## src/design/ryc_pkg.sv

```systemverilog
// Purpose: shared constants for the year/century count and alarm set-point block
// Assumes: APB slave, word per register, byte address = 4 * index
// Notes:   indexes below e6..ef are register indexes, not byte addresses
package ryc_pkg;
    localparam int          ADDR_W          = 12;
    localparam int          DATA_W          = 32;
    // register indexes; byte address is four times these
    localparam logic [9:0]  IDX_YEAR        = 10'h0e6;
    localparam logic [9:0]  IDX_HUNDRED     = 10'h0e7;
    localparam logic [9:0]  IDX_ALARM_SECOND_UNITS        = 10'h0e8;
    localparam logic [9:0]  IDX_ALARM_MINUTE_UNITS        = 10'h0e9;
    localparam logic [9:0]  IDX_AHOUR       = 10'h0ea;
    localparam logic [9:0]  IDX_AWDAY       = 10'h0eb;
    localparam logic [9:0]  IDX_AENABLE     = 10'h0ec;
    localparam logic [9:0]  IDX_CONTROL     = 10'h0ed;
    localparam logic [9:0]  IDX_STATUS      = 10'h0ee;
    localparam logic [9:0]  IDX_MASK        = 10'h0ef;
    // control register fields
    localparam int          CTL_UNLOCK_BIT  = 0;
    localparam int          CTL_DECIMAL_BIT = 5;
    // alarm enable fields
    localparam int          EN_SEC_BIT      = 0;
    localparam int          EN_MIN_BIT      = 1;
    localparam int          EN_HOUR_BIT     = 2;
    localparam int          EN_WDAY_BIT     = 3;
    // status / mask fields
    localparam int          ST_ALARM_BIT    = 0;
    localparam int          ST_WIDTH        = 1;
    // values after reset
    localparam logic [3:0]  AENABLE_RST     = 4'h0;
    localparam logic        UNLOCK_RST      = 1'h0;
    localparam logic        DECIMAL_RST     = 1'h0;
    localparam logic [0:0]  MASK_RST        = 1'h0;
    // count limits
    localparam logic [7:0]  BIN_YEAR_MAX    = 8'h63;
    localparam logic [3:0]  DIGIT_MAX       = 4'h9;
endpackage : ryc_pkg

```

## src/design/ryc_regs.sv

```systemverilog
// Purpose: year and hundred-year counts plus alarm set-points, APB reachable
// Assumes: pclk 10 MHz, inputs synchronous to pclk, live time fields from neighbours
// Notes:   one access-phase wait state; alarm flag is sticky, cleared by status read
//
// How it works
// - year count kept across reset, mode-dependent
// - year/hundred writes only while unlocked
// - decimal year: tens high, ones low
// - binary year: zero to ninety-nine
// - hundred-year count kept across reset
// - decimal hundred-year: tens high, ones low
// - binary hundred-year: zero to ninety-nine
// - alarm seconds kept across reset, decimal fields
// - binary alarm seconds up to fifty-nine
// - alarm minutes kept, decimal or binary
// - alarm hours kept, decimal or binary
// - alarm sec/min/hour always writable
// - weekday low nibble, upper reads zero
// - weekday nibble writable only while unlocked
// - decimal select switches all encodings together
// - unlock permits writes and stops counting
// - alarm evaluated on lock or count tick
// - per-field alarm enables, reset disabled
//
// Local design decision: the APB slave port.
module ryc_regs
(
    // clock, reset, freeze
    input  wire logic        pclk,
    input  wire logic        presetn,
    input  wire logic        pclk_en,
    // apb slave
    input  wire logic [11:0] paddr,
    input  wire logic        psel,
    input  wire logic        penable,
    input  wire logic        pwrite,
    input  wire logic [31:0] pwdata,
    input  wire logic [3:0]  pstrb,
    output logic      [31:0] prdata,
    output logic             pready,
    output logic             pslverr,
    // live time fields from the neighbouring counters
    input  wire logic [7:0]  cur_second,
    input  wire logic [7:0]  cur_minute,
    input  wire logic [7:0]  cur_hour,
    input  wire logic [3:0]  cur_weekday,
    input  wire logic        count_tick,
    input  wire logic        year_carry,
    // to the neighbours
    output logic             decimal_select,
    output logic             count_unlock,
    output logic [3:0]       alarm_enable,
    output logic [7:0]       year_count,
    output logic [7:0]       hundred_year_count,
    output logic             alarm_flag,
    output logic             alarm_irq
);
    // storage
    logic [7:0]  year_r;
    logic [7:0]  hundred_r;
    logic [7:0]  alarm_second_units_r;
    logic [7:0]  alarm_minute_units_r;
    logic [7:0]  ahour_r;
    logic [3:0]  awday_r;
    logic [3:0]  aenable_r;
    logic        unlock_r;
    logic        decimal_r;
    logic [0:0]  status_r;
    logic [0:0]  mask_r;
    logic        ready_r;
    logic [31:0] rdata_r;
    logic        slverr_r;
    logic        irq_r;

    // bus decode
    logic [9:0]  idx;
    logic        done;
    logic        wr;
    logic        rd;
    logic        mapped;
    logic [7:0]  wb;
    logic [31:0] rd_nxt;

    // counting helpers
    logic        year_wrap;
    logic [7:0]  year_nxt;
    logic [7:0]  hundred_nxt;
    logic        alarm_eval;
    logic        alarm_hit;
    logic [0:0]  status_nxt;

    assign idx  = paddr[11:2];
    assign done = pclk_en && psel && penable && ready_r;
    assign wr   = done && pwrite && pstrb[0] && mapped;
    assign rd   = done && !pwrite;
    assign wb   = pwdata[7:0];

    always_comb
    begin
        mapped = (paddr[1:0] == 2'h0) && (idx >= ryc_pkg::IDX_YEAR)
                 && (idx <= ryc_pkg::IDX_MASK);
    end

    // increment a two-digit count in the selected encoding; wraps past 99
    function automatic logic [8:0] step99(input logic [7:0] v, input logic dec);
        logic [8:0] r;
        r = 9'h000;
        if (dec)
        begin
            if (v[3:0] >= ryc_pkg::DIGIT_MAX)
            begin
                if (v[7:4] >= ryc_pkg::DIGIT_MAX)
                    r = {1'h1, 8'h00};
                else
                    r = {1'h0, v[7:4] + 4'h1, 4'h0};
            end
            else
                r = {1'h0, v[7:4], v[3:0] + 4'h1};
        end
        else
        begin
            if (v >= ryc_pkg::BIN_YEAR_MAX)
                r = {1'h1, 8'h00};
            else
                r = {1'h0, v + 8'h01};
        end
        return r;
    endfunction : step99

    always_comb
    begin
        {year_wrap, year_nxt} = step99(year_r, decimal_r);
        // its own wrap is dropped: the hundred-year count simply rolls over
        hundred_nxt = 8'(step99(hundred_r, decimal_r));
    end

    // apb answer: one wait state, then data and error together
    always_ff @(posedge pclk or negedge presetn)
    begin
        if (!presetn)
        begin
            ready_r  <= 1'h0;
            slverr_r <= 1'h0;
            rdata_r  <= 32'h0000_0000;
        end
        else if (pclk_en)
        begin
            ready_r  <= psel && penable && !ready_r;
            slverr_r <= psel && penable && !ready_r && !mapped;
            rdata_r  <= (psel && penable && !ready_r && !pwrite) ? rd_nxt : 32'h0000_0000;
        end
    end

    always_comb
    begin
        rd_nxt = 32'h0000_0000;
        unique case (idx)
            ryc_pkg::IDX_YEAR:    rd_nxt[7:0] = year_r;
            ryc_pkg::IDX_HUNDRED: rd_nxt[7:0] = hundred_r;
            ryc_pkg::IDX_ALARM_SECOND_UNITS:    rd_nxt[7:0] = alarm_second_units_r;
            ryc_pkg::IDX_ALARM_MINUTE_UNITS:    rd_nxt[7:0] = alarm_minute_units_r;
            ryc_pkg::IDX_AHOUR:   rd_nxt[7:0] = ahour_r;
            ryc_pkg::IDX_AWDAY:   rd_nxt[7:0] = {4'h0, awday_r};
            ryc_pkg::IDX_AENABLE: rd_nxt[3:0] = aenable_r;
            ryc_pkg::IDX_CONTROL:
            begin
                rd_nxt[ryc_pkg::CTL_UNLOCK_BIT]  = unlock_r;
                rd_nxt[ryc_pkg::CTL_DECIMAL_BIT] = decimal_r;
            end
            ryc_pkg::IDX_STATUS:  rd_nxt[0:0] = status_r;
            ryc_pkg::IDX_MASK:    rd_nxt[0:0] = mask_r;
            default:              rd_nxt = 32'h0000_0000;
        endcase
        if (!mapped)
            rd_nxt = 32'h0000_0000;
    end

    // year and hundred-year counts: no reset, so time survives it
    always_ff @(posedge pclk)
    begin
        if (pclk_en)
        begin
            if (wr && unlock_r && idx == ryc_pkg::IDX_YEAR)
                year_r <= wb;
            else if (year_carry && !unlock_r)
                year_r <= year_nxt;
            if (wr && unlock_r && idx == ryc_pkg::IDX_HUNDRED)
                hundred_r <= wb;
            else if (year_carry && !unlock_r && year_wrap)
                hundred_r <= hundred_nxt;
        end
    end

    // set-points: no reset; sec/min/hour ignore the lock
    always_ff @(posedge pclk)
    begin
        if (pclk_en && wr)
        begin
            if (idx == ryc_pkg::IDX_ALARM_SECOND_UNITS)
                alarm_second_units_r <= wb;
            if (idx == ryc_pkg::IDX_ALARM_MINUTE_UNITS)
                alarm_minute_units_r <= wb;
            if (idx == ryc_pkg::IDX_AHOUR)
                ahour_r <= wb;
            if (idx == ryc_pkg::IDX_AWDAY && unlock_r)
                awday_r <= wb[3:0];
        end
    end

    // control: decimal select, unlock, alarm enables
    always_ff @(posedge pclk or negedge presetn)
    begin
        if (!presetn)
        begin
            unlock_r  <= ryc_pkg::UNLOCK_RST;
            decimal_r <= ryc_pkg::DECIMAL_RST;
            aenable_r <= ryc_pkg::AENABLE_RST;
            mask_r    <= ryc_pkg::MASK_RST;
        end
        else if (pclk_en && wr)
        begin
            if (idx == ryc_pkg::IDX_CONTROL)
            begin
                unlock_r  <= wb[ryc_pkg::CTL_UNLOCK_BIT];
                decimal_r <= wb[ryc_pkg::CTL_DECIMAL_BIT];
            end
            if (idx == ryc_pkg::IDX_AENABLE)
                aenable_r <= wb[3:0];
            if (idx == ryc_pkg::IDX_MASK)
                mask_r <= wb[0:0];
        end
    end

    // evaluation only on relock or a counting tick, so a half-edited
    // time cannot raise a stray alarm
    always_comb
    begin
        alarm_eval = (wr && idx == ryc_pkg::IDX_CONTROL && unlock_r
                      && !wb[ryc_pkg::CTL_UNLOCK_BIT])
                     || (count_tick && !unlock_r);
        alarm_hit = (aenable_r != 4'h0)
            && (!aenable_r[ryc_pkg::EN_SEC_BIT]  || alarm_second_units_r  == cur_second)
            && (!aenable_r[ryc_pkg::EN_MIN_BIT]  || alarm_minute_units_r  == cur_minute)
            && (!aenable_r[ryc_pkg::EN_HOUR_BIT] || ahour_r == cur_hour)
            && (!aenable_r[ryc_pkg::EN_WDAY_BIT] || awday_r == cur_weekday);
        status_nxt = status_r;
        if (rd && idx == ryc_pkg::IDX_STATUS && mapped)
            status_nxt = 1'h0;
        if (alarm_eval && alarm_hit) // set wins over read-clear
            status_nxt[ryc_pkg::ST_ALARM_BIT] = 1'h1;
    end

    // sticky alarm status and masked interrupt
    always_ff @(posedge pclk or negedge presetn)
    begin
        if (!presetn)
        begin
            status_r <= 1'h0;
            irq_r    <= 1'h0;
        end
        else if (pclk_en)
        begin
            status_r <= status_nxt;
            irq_r    <= |(status_nxt & mask_r);
        end
    end

    // outputs straight from flops
    assign prdata             = rdata_r;
    assign pready             = ready_r;
    assign pslverr            = slverr_r;
    assign decimal_select     = decimal_r;
    assign count_unlock       = unlock_r;
    assign alarm_enable       = aenable_r;
    assign year_count         = year_r;
    assign hundred_year_count = hundred_r;
    assign alarm_flag         = status_r[ryc_pkg::ST_ALARM_BIT];
    assign alarm_irq          = irq_r;
endmodule : ryc_regs

```

## config.mk

```make
export PLATFORM = sky130hd
export DESIGN_NAME = ryc_regs
export DESIGN_NICKNAME = d
export VERILOG_FILES = /design/src/design/ryc_pkg.sv /design/src/design/ryc_regs.sv
export SDC_FILE = /design/constraint.sdc
export NUM_CORES = 1
export LEC_CHECK = 0
export BUFFER_PORTS_ARGS = -buffer_cell sky130_fd_sc_hd__clkbuf_2
export CORE_MARGIN = 1.5
export CORE_UTILIZATION = 40
export CTS_CLUSTER_SIZE = 12
export DETAILED_ROUTE_END_ITERATION = 10
export PLACE_DENSITY = 0.64
export SKIP_CTS_REPAIR_TIMING = 1
export SLEW_MARGIN = 25
export SYNTH_ARGS = -nofsm -noshare
export SYNTH_HDL_FRONTEND = slang
export SYNTH_SLANG_ARGS = --single-unit
```

## constraint.sdc

```tcl
create_clock -name pclk -period 3.9 [get_ports pclk]
set_clock_uncertainty 0.2 [all_clocks]
set_input_delay 0.975 -clock pclk [delete_from_list [all_inputs] [get_ports pclk]]
set_output_delay 0.975 -clock pclk [all_outputs]
set_load 0.1 [all_outputs]
```

**Yosys cells after proc, flatten, opt, wreduce, memory -nomap -nowiden**

Index checks and enable logic that the tools add are counted.

- Multipliers: 0
- Shift operators: 0
- Muxes and demuxes: 21
- Reductions and logical operators: 60
- Magnitude comparators: 8
- Div/mod/pow operators: 0
- $add $sub $neg: 6
- Eq/ne operators: 16
- Bitwise operators: 1

Operators by type and width:

| kind | count |
|---|---|
| equality test 10 x 8 -> 1 bit, second input constant | 10 |
| two-way mux 8 bit | 9 |
| two-way mux 9 bit | 4 |
| two-way mux 32 bit | 1 |
| logical AND 1 bit | 31 |
| equality test 8 bit | 3 |
| one-hot mux 3 bit (7 select lines) | 1 |
| AND reduction 2 bit | 9 |
| adder 4 x 1 -> 4 bit, second input constant | 4 |
| adder 8 x 1 -> 8 bit, second input constant | 2 |
| >= comparator 4 bit, second input constant | 4 |
| >= comparator 8 x 7 -> 1 bit, second input constant | 2 |
| >= comparator 10 x 8 -> 1 bit, second input constant | 1 |
| <= comparator 10 x 8 -> 1 bit, second input constant | 1 |
| one-hot mux 1 bit (10 select lines) | 1 |
| one-hot mux 2 bit (5 select lines) | 1 |
| logical NOT 1 bit | 9 |
| inequality test 3 x 1 -> 1 bit, second input constant | 2 |
| one-hot mux 1 bit (6 select lines) | 1 |
| AND reduction 3 bit | 2 |
| logical OR 1 bit | 5 |
| one-hot mux 1 bit (5 select lines) | 1 |
| equality test 4 bit | 1 |
| nonzero test 2 bit | 2 |
| other kinds (4) | 5 |

- Bits in writable memories: 0
- Output and inout port bits: 58
- Latch bits: 0
- Memories kept: 0
- Logic and storage cells: 129
- Input port bits: 84
- Bits in read-only memories: 0
- Flip-flop bits (word level): 87

**Depth between registers and ports, before layout**

Gate-level depths: netlist of the first run.

- Depth in word-level cells: 13
- Gate-level depth with buffers: 7
- Mapped depth without buffers: 7

**Worst setup path before layout of the first run**

No wires, ideal clock.

- Kind: input-to-reg
- From: input port paddr[3]
- To: register alarm_second_units_r[0] (enable)
- Library setup time: 0.395 ns
- Required time: 3.305 ns
- Buffers on the path: 1
- Setup slack: 0.782 ns
- Data arrival time: 2.524 ns
- Stages on the path: 4
- Cell sequence: buf_4 -> nor3_1 -> nand4b_1 -> nor4_1

- Word-level cells in the longest chain between the ends: 6
- Elaborated cells on any way between the ends: 8
- Those cells by class: order compare: 2; eq/ne: 1; reduce/logical: 5

Ends and longest elaborated chain:

| what | line | RTL |
|---|---|---|
| start, declared | ryc_regs.sv:33 | `input wire logic [11:0] paddr,` |
| >= comparator 10 x 8 -> 1 bit | ryc_regs.sv:100 | `mapped = (paddr[1:0] == 2'h0) && (idx >= ryc_pkg::IDX_YEAR)` |
| logical AND 1 bit | ryc_regs.sv:100 |  |
| logical AND 1 bit | ryc_regs.sv:101 | `&& (idx <= ryc_pkg::IDX_MASK);` |
| logical AND 1 bit | ryc_regs.sv:94 | `assign wr = done && pwrite && pstrb[0] && mapped;` |
| logical AND 1 bit | ryc_regs.sv:197 | `if (pclk_en && wr)` |
| AND reduction 2 bit (no line) (*) | -- |  |
| end signal, assigned | ryc_regs.sv:200 | `alarm_second_units_r <= wb;` |
| end, declared | ryc_regs.sv:61 | `logic [7:0] alarm_second_units_r;` |

Mark *: on every way between the ends. The rest lies on a longest branch, timed or not.
A chain may end at the register's enable or synchronous reset.

**Final worst setup path of the first run**

- From: input port paddr[6]
- To: register year_r[1] (netlist: year_count[1]) (enable)

- Word-level cells in the longest chain between the ends: 8
- Elaborated cells on any way between the ends: 10
- Those cells by class: order compare: 2; eq/ne: 1; reduce/logical: 7

Ends and longest elaborated chain:

| what | line | RTL |
|---|---|---|
| >= comparator 10 x 8 -> 1 bit | ryc_regs.sv:100 |  |
| logical AND 1 bit | ryc_regs.sv:100 |  |
| logical AND 1 bit | ryc_regs.sv:101 |  |
| logical AND 1 bit | ryc_regs.sv:94 |  |
| logical AND 1 bit | ryc_regs.sv:183 | `if (wr && unlock_r && idx == ryc_pkg::IDX_YEAR)` |
| logical AND 1 bit (*) | ryc_regs.sv:183 |  |
| nonzero test 2 bit (no line) (*) | -- |  |
| AND reduction 2 bit (no line) (*) | -- |  |
| end signal, assigned | ryc_regs.sv:184 | `year_r <= wb;` |
| end signal, assigned | ryc_regs.sv:186 | `year_r <= year_nxt;` |
| end, declared | ryc_regs.sv:59 | `logic [7:0] year_r;` |

Marked as above.

==> results.cfg, run 1 <==
[final_layout]
final_util_pct = 47.75
antenna_cells = 0
nets = 571
nFillCells = 974
multiInputGateArea_mm2 = 0.002133
seq_area_mm2 = 0.001797
drive_gt1_share_pct = 28.03
areaGrowthSynthToFinish_pct = 16.90

[die]
pin_count = 142
die_h_um = 105.0
start_util_pct = 40.85
core_area_mm2 = 0.01018
fp.dieW_um = 105.0
die-area_mm2 = 0.01102
rows = 37

[timing]
finalSetupViolations = 0
final_max_slew_viol_count = 0
fin_tns_setup_ps = 0
rsz0062_at_grt = false
hold_viol = 0
worstMarginPinSlew_ps = 605.9
fmax_mhz = 336.9
min_period_ps = 2968
period_share_pct = 76.11
worst_slack_ps = 931.6
slew_headroom_pct = 59.31

[clock_network]
clk_pin_slew_worst_paths_ps = 80
cts_buffers = 9
cts_tree = done
cts-root-buf = clkbuf_8
clock-sinks = 63
clk_latency_ps = 350
clock_path_buffers = 2
htreeDepth = 3

[yosys]
syn_area_per_cell_um2 = 10.98
netlist_instances = 379
synth_edf_count = 44
synth_area_mm2 = 0.004160
synthFlopType = edfxtp_1
ys_seq_area_share_pct = 43.19
yosys_register_bits = 63
synth_warnings = 0
synthArstFlopShare_pct = 30.16
synth_cell_types = 72

[critical_path]
cp_max_fo = 11
cp-end-kind = flip-flop
cp.required_ps = 3720
criticalPathCategory = primary input to flip-flop
cp_data_arrival_time_ps = 2790
cp-start-kind = primary input

[global_routing]
grt_overflow = 0
use_met3_pct = 4.866
use_met1_pct = 28.53
grt_max_degree = 20
grt_pass1_wl_um = 17570
antenna_found_initial = 0
grtUsageTotal_pct = 21.01
top_usage_layer = met2
met2_usage_pct = 32.82
grt_pass1_vias = 3252

[route]
detail-route-antenna-nets = 0
initialDrtViolationCount = 192
routed_wirelength_um = 11220
dr.pass1.iters = 4
drc_errors = 0
post_drt_via_cell_ratio = 5.476
wl_per_cell_um = 18.27
num_vias = 3362

[power_and_ir_drop]
p_clk_share_pct = 36.2
ir_drop_v = 0.0001539
p_leak_nw = 1.996
powerDensity_mw_per_mm2 = 335.3
seq_power_share_pct = 45.3
power_mw = 1.631
comb_power_share_pct = 18.4
p_int_mw = 1.089
switching_power_mw = 0.5412
p_sw_share_pct = 33.19

[place]
place_congestion = 0.8583
hpwl_um = 8553
port_buffers = 90
post-place-ws_ps = 560.7

[run]
drv_cap = 0

[run_status]
outcome = finished, final reports clean

[hold_path]
hold_path_class = flip-flop to flip-flop
[path summary, 6_finish.rpt]
path | endpoint | start | slack [ps] | depth (start not counted)
max | year_count[1] | paddr[6] | 930 | 6
min | prdata[0] | prdata[0] | 300 | 1
max reg2reg | year_count[6] | year_count[4] | 1310 | 7
min reg2reg | prdata[0] | prdata[0] | 300 | 1
max in group asynchronous | mask_r | presetn | 2790 | 1
min in group asynchronous | alarm_enable[2] | presetn | 370 | 1
[metal layers]
metal | vias to the layer above | wire length (um)
li1 | 1570 | -
met1 | 1650 | 5220
met2 | 128 | 5175
met3 | 14 | 600
met4 | 0 | 220
met5 | - | 0
[cell families (layout without fill, tap and decap cells)]
group / Yosys count / after routing / synth area share (%)
AND/OR/NAND/NOR: 104 / 104 / 15.16
AO/OA/AOI/OAI: 84 / 84 / 16.33
flip-flops: 63 / 63 / 43.19
buffers and inverters: 54 / 130 / 7.609
XOR/XNOR: 36 / 36 / 7.579
multiplexers: 23 / 23 / 5.834
adder cells (fa/ha/maj): 14 / 14 / 4.211
other: 1 / 24 / 0.09014
[flip-flops by register name (all words and copies together), names as in the netlist]
register,cells
year_count,8
pready,1
pslverr,1
alarm_enable,4
prdata,8
mask_r,1
awday_r,4
alarm_minute_units_r,8
count_unlock,1
alarm_second_units_r,8
hundred_year_count,8
ahour_r,8
decimal_select,1
alarm_flag,1
alarm_irq,1
[cells in the final DEF, fill, tap and decap left out, drive strengths merged, types with 7 or more instances in the layout]
cell | netlist | routed
o21ai | 14 | 14
nand4 | 11 | 11
nand3 | 10 | 10
nor4 | 8 | 8
conb | 1 | 24
xnor2 | 32 | 32
nand2 | 20 | 20
edfxtp | 44 | 44
clkbuf | 2 | 99
a21oi | 8 | 8
nor2 | 20 | 20
dfrtp | 19 | 19
o22ai | 7 | 7
a22o | 8 | 8
ha | 14 | 14
mux2 | 10 | 10
mux2i | 13 | 13
o31ai | 8 | 8
inv | 19 | 21
[power groups by stage]
stage | sequential (mW) | clock [mW] | combinational, mW
after floorplan | 0.801 | 0 | 0.196
after global placement | 0.753 | 0 | 0.297
after detailed placement | 0.753 | 0 | 0.300
after CTS | 0.739 | 0.600 | 0.301
after global routing | 0.740 | 0.630 | 0.317
final | 0.739 | 0.591 | 0.301
[area by class of cell]
type | instances | area share (%)
clock inverters | 7 | 1.647
repair buffers | 95 | 10.03
flip-flops and latches | 63 | 36.94
clock buffers | 9 | 2.547
well taps | 136 | 3.499
multi-input cells | 285 | 43.86
inverters | 19 | 1.466
[worst max-delay path: stages]
cell,delay [ps]
clkbuf_2,100
and4b_1,440
o2111ai_4,270
nor4_4,590
nor2_1,100
nor2_1,300
[synthesized netlist by cell type, types with 3 or more instances]
master	n	area [um^2]
nor2_1	19	71.32
nand4b_1	3	26.28
o21ai_0	9	45.04
a221oi_1	5	43.79
nand2_1	20	75.07
mux2_2	5	56.30
and2_1	4	25.02
a22o_1	8	70.07
a21oi_1	8	40.04
buf_4	27	202.7
o31ai_1	6	45.04
o22ai_1	7	43.79
nand3_1	10	50.05
mux2_1	5	56.30
dfrtp_1	19	475.5
buf_2	4	20.02
xor2_1	4	35.03
edfxtp_1	44	1321
nor2b_1	4	25.02
a22oi_1	3	22.52
xnor2_1	32	280.3
nand4_1	10	62.56
and3_1	4	25.02
mux2i_1	13	130.1
ha_1	14	175.2
o2bb2ai_1	6	52.55
o21ai_1	5	25.02
inv_1	19	71.32
nor3_1	5	25.02
nor4_1	5	31.28
[stage by stage]
stage | hold slack (ps) | instance area [um^2] | instances
after CTS | 306.8 | 4863 | 614
after global placement | 272.0 | 4659 | 598
after global routing | 325.4 | 4863 | 614
after detailed placement | 288.4 | 4659 | 598
after floorplan | 275.4 | 4247 | 402
final | 302.7 | 4863 | 614
Note: power is estimated with default switching activity, not from simulation.
==> run 2, diff against run 1 <==
--- a/config.mk
+++ b/config.mk
@@ -5,12 +5,13 @@
 export SDC_FILE = /design/constraint.sdc
 export NUM_CORES = 1
 export LEC_CHECK = 0
+export ABC_AREA = 1
 export BUFFER_PORTS_ARGS = -buffer_cell sky130_fd_sc_hd__clkbuf_2
 export CORE_MARGIN = 1.5
 export CORE_UTILIZATION = 40
 export CTS_CLUSTER_SIZE = 12
 export DETAILED_ROUTE_END_ITERATION = 10
-export PLACE_DENSITY = 0.64
+export PLACE_DENSITY = 0.63
 export SKIP_CTS_REPAIR_TIMING = 1
 export SLEW_MARGIN = 25
 export SYNTH_ARGS = -nofsm -noshare
==> constraint.sdc (replaced) <==
create_clock -name pclk -period 2.9 [get_ports pclk]
set_clock_uncertainty 0.2 [all_clocks]
set_input_delay 0.725 -clock pclk [delete_from_list [all_inputs] [get_ports pclk]]
set_output_delay 0.725 -clock pclk [all_outputs]
set_load 0.1 [all_outputs]
==> run 2 against run 1 <==
Sequential share of layout area shrank 2.0 points. Clock power increased by 27%. Final area is 5.7% higher. Via count up 22%. First-iteration DRC count increased by 2.6%. Critical endpoint is now hundred_year_count[1].
==> results.cfg, run 2 <==
[run_status]
outcome = finished, final reports clean

[route]
post_drt_via_cell_ratio = 4.960
drt-met1-wl_um = 5369
detail-route-antenna-nets = 0
num_vias = 4097
drc_errors = 0
routed_wirelength_um = 12240
wl_per_cell_um = 14.82
dr_wl_met3_um = 938
initialDrtViolationCount = 197
dr.pass1.iters = 5
wl_met2_um = 5657
top_layer_used = met4

[timing]
slew_headroom_pct = 63.57
min_period_ps = 2421
worst_slack_ps = 479.4
hold_viol = 0
period_share_pct = 83.47
rsz0062_at_grt = false
fin_tns_setup_ps = 0
fmax_mhz = 413.1
finalSetupViolations = 0
final_max_slew_viol_count = 0
finalHoldWorstSlack_ps = 128.6
worstMarginPinSlew_ps = 548.8

[clock_network]
clock-sinks = 63
clock_path_buffers = 2
cts-root-buf = clkbuf_8
clk_pin_slew_worst_paths_ps = 70
clk_latency_ps = 340
htreeDepth = 3
cts_tree = done
cts_buffers = 9

[place]
place_congestion = 0.9636
place_area_mm2 = 0.004949
post-place-ws_ps = 137.2
port_buffers = 90
hpwl_um = 9959

[final_layout]
areaGrowthSynthToFinish_pct = 18.02
nFillCells = 1079
final_cell_mix = nand2_1, clkbuf_2, inv_1
nets = 783
design_area_mm2 = 0.005139
antenna_cells = 0
drive_gt1_share_pct = 20.00
mostFrequentLayoutCell = nand2_1

[power_and_ir_drop]
powerDensity_mw_per_mm2 = 411.4
ir_drop_v = 0.0001807
p_leak_nw = 2.635

[yosys]
yosys_register_bits = 63
synth_top_family_by_area = simple AND/OR/NAND/NOR gates
netlist_instances = 576
synth_top_area_share_pct = 30.34
synthArstFlopShare_pct = 30.16
synth_cell_types = 38
muxShareOfSynthArea_pct = 0
synth_area_leaders = edfxtp_1, nand2_1, dfrtp_1
synthXorXnorAreaFrac_pct = 3.420
synth_compound_area_share_pct = 9.598
synth.most_common_cell = nand2_1
synthSimpleGateAreaFrac_pct = 29.45
ys_seq_area_share_pct = 41.26
synth_warnings = 0
synthFlopType = edfxtp_1
synth_fa_ha_area_share_pct = 4.023
synth_top_cells_by_count = nand2_1, inv_1, nor2_1
synth_edf_count = 44
syn_area_per_cell_um2 = 7.559
yosys.area.top_type = edfxtp_1
synth_area_mm2 = 0.004354

[die]
core_area_mm2 = 0.01046
die_h_um = 107.3
rows = 37
die-area_mm2 = 0.01152
start_util_pct = 41.62
pin_count = 142
fp.dieW_um = 107.3

[global_routing]
antenna_found_initial = 0
grt_max_degree = 20
grt_overflow = 0
grt_pass1_vias = 4065
grt_pass1_wl_um = 19870
grtUsageTotal_pct = 22.75

[run]
drv_cap = 0

[critical_path]
path_delay_family = simple AND/OR/NAND/NOR gates
cp_slowest_cell = a21oi_1
crit_path_cell_trace = clkbuf_2 -> inv_1 -> nor2_1 -> nand3_2 -> nor2_2 -> nand3_4 -> nor2_8 -> nand4_2 -> a21oi_1
cp.required_ps = 2700
cp.buffers_inverters = 2
max_stage_delay_ps = 420
cp-start-kind = primary input
cp_max_fo = 7
cp_data_arrival_time_ps = 2220
criticalPathCategory = primary input to flip-flop
cp-end-kind = flip-flop

[hold_path]
hold_path_class = primary input to async pin
## run 2: changes by cell type after synthesis, moves of 13 or more
| cell | delta |
|---|---|
| nand3_1 | +24 |
| xnor2_1 | -17 |
| o21ai_0 | +25 |
| nor2_1 | +34 |
| mux2i_1 | -13 |
| inv_1 | +67 |
| nand2_1 | +149 |
## run 2: layout make-up
type                            instances  area, um^2  share of cell area, %
Tap cell                              136       170.2                  3.311
Sequential cell                        63        1797                  34.96
Clock buffer                           11       131.4                  2.557
Clock inverter                          5       58.81                  1.144
Timing Repair Buffer                  101       533.0                  10.37
Inverter                               89       334.1                  6.501
Multi-Input combinational cell        421        2115                  41.15
## run 2: cell families after synthesis
logic type                 Yosys count
and+or+nand+nor                    290
DFF                                 63
other                                1
AOI/OAI and AO/OA                   76
xor gates and xnor gates            17
adders and majority gates           14
buffers and inverters              115
## run 2: worst paths after layout
kind / start / end / slack [ps] / cells past startpoint
worst max register to register: year_count[4] / hundred_year_count[1] / 550 / 8
worst min register to register: prdata[5] / prdata[5] / 280 / 2
worst max-delay path: paddr[7] / hundred_year_count[1] / 480 / 9
max in group asynchronous: presetn / count_unlock / 2030 / 1
min in group pclk: prdata[5] / prdata[5] / 280 / 2
worst min-delay path: presetn / alarm_flag / 130 / 1
## run 2: per-layer routing
layer  up-vias  GRT usage, %
li1       2032             -
met1      1875         29.66
met2       170         36.76
met3        20         4.479
met4         0         9.868
met5         -             0
## run 2: report_power, final
part / leakage (nW) / internal [mW] / switching, mW
clock network: 0.0912 / 0.398 / 0.350
registers: 0.659 / 0.973 / 0.0100
logic: 1.89 / 0.0707 / 0.313
## run 2: metrics by stage
stage               util [%]  total power, mW  instances
floorplan                  -            1.308        599
detailed placement     47.30            1.385        810
CTS                    49.11            2.132        826
finish                 49.11            2.114        826
global placement       47.30            1.381        810
global route           49.11            2.195        826
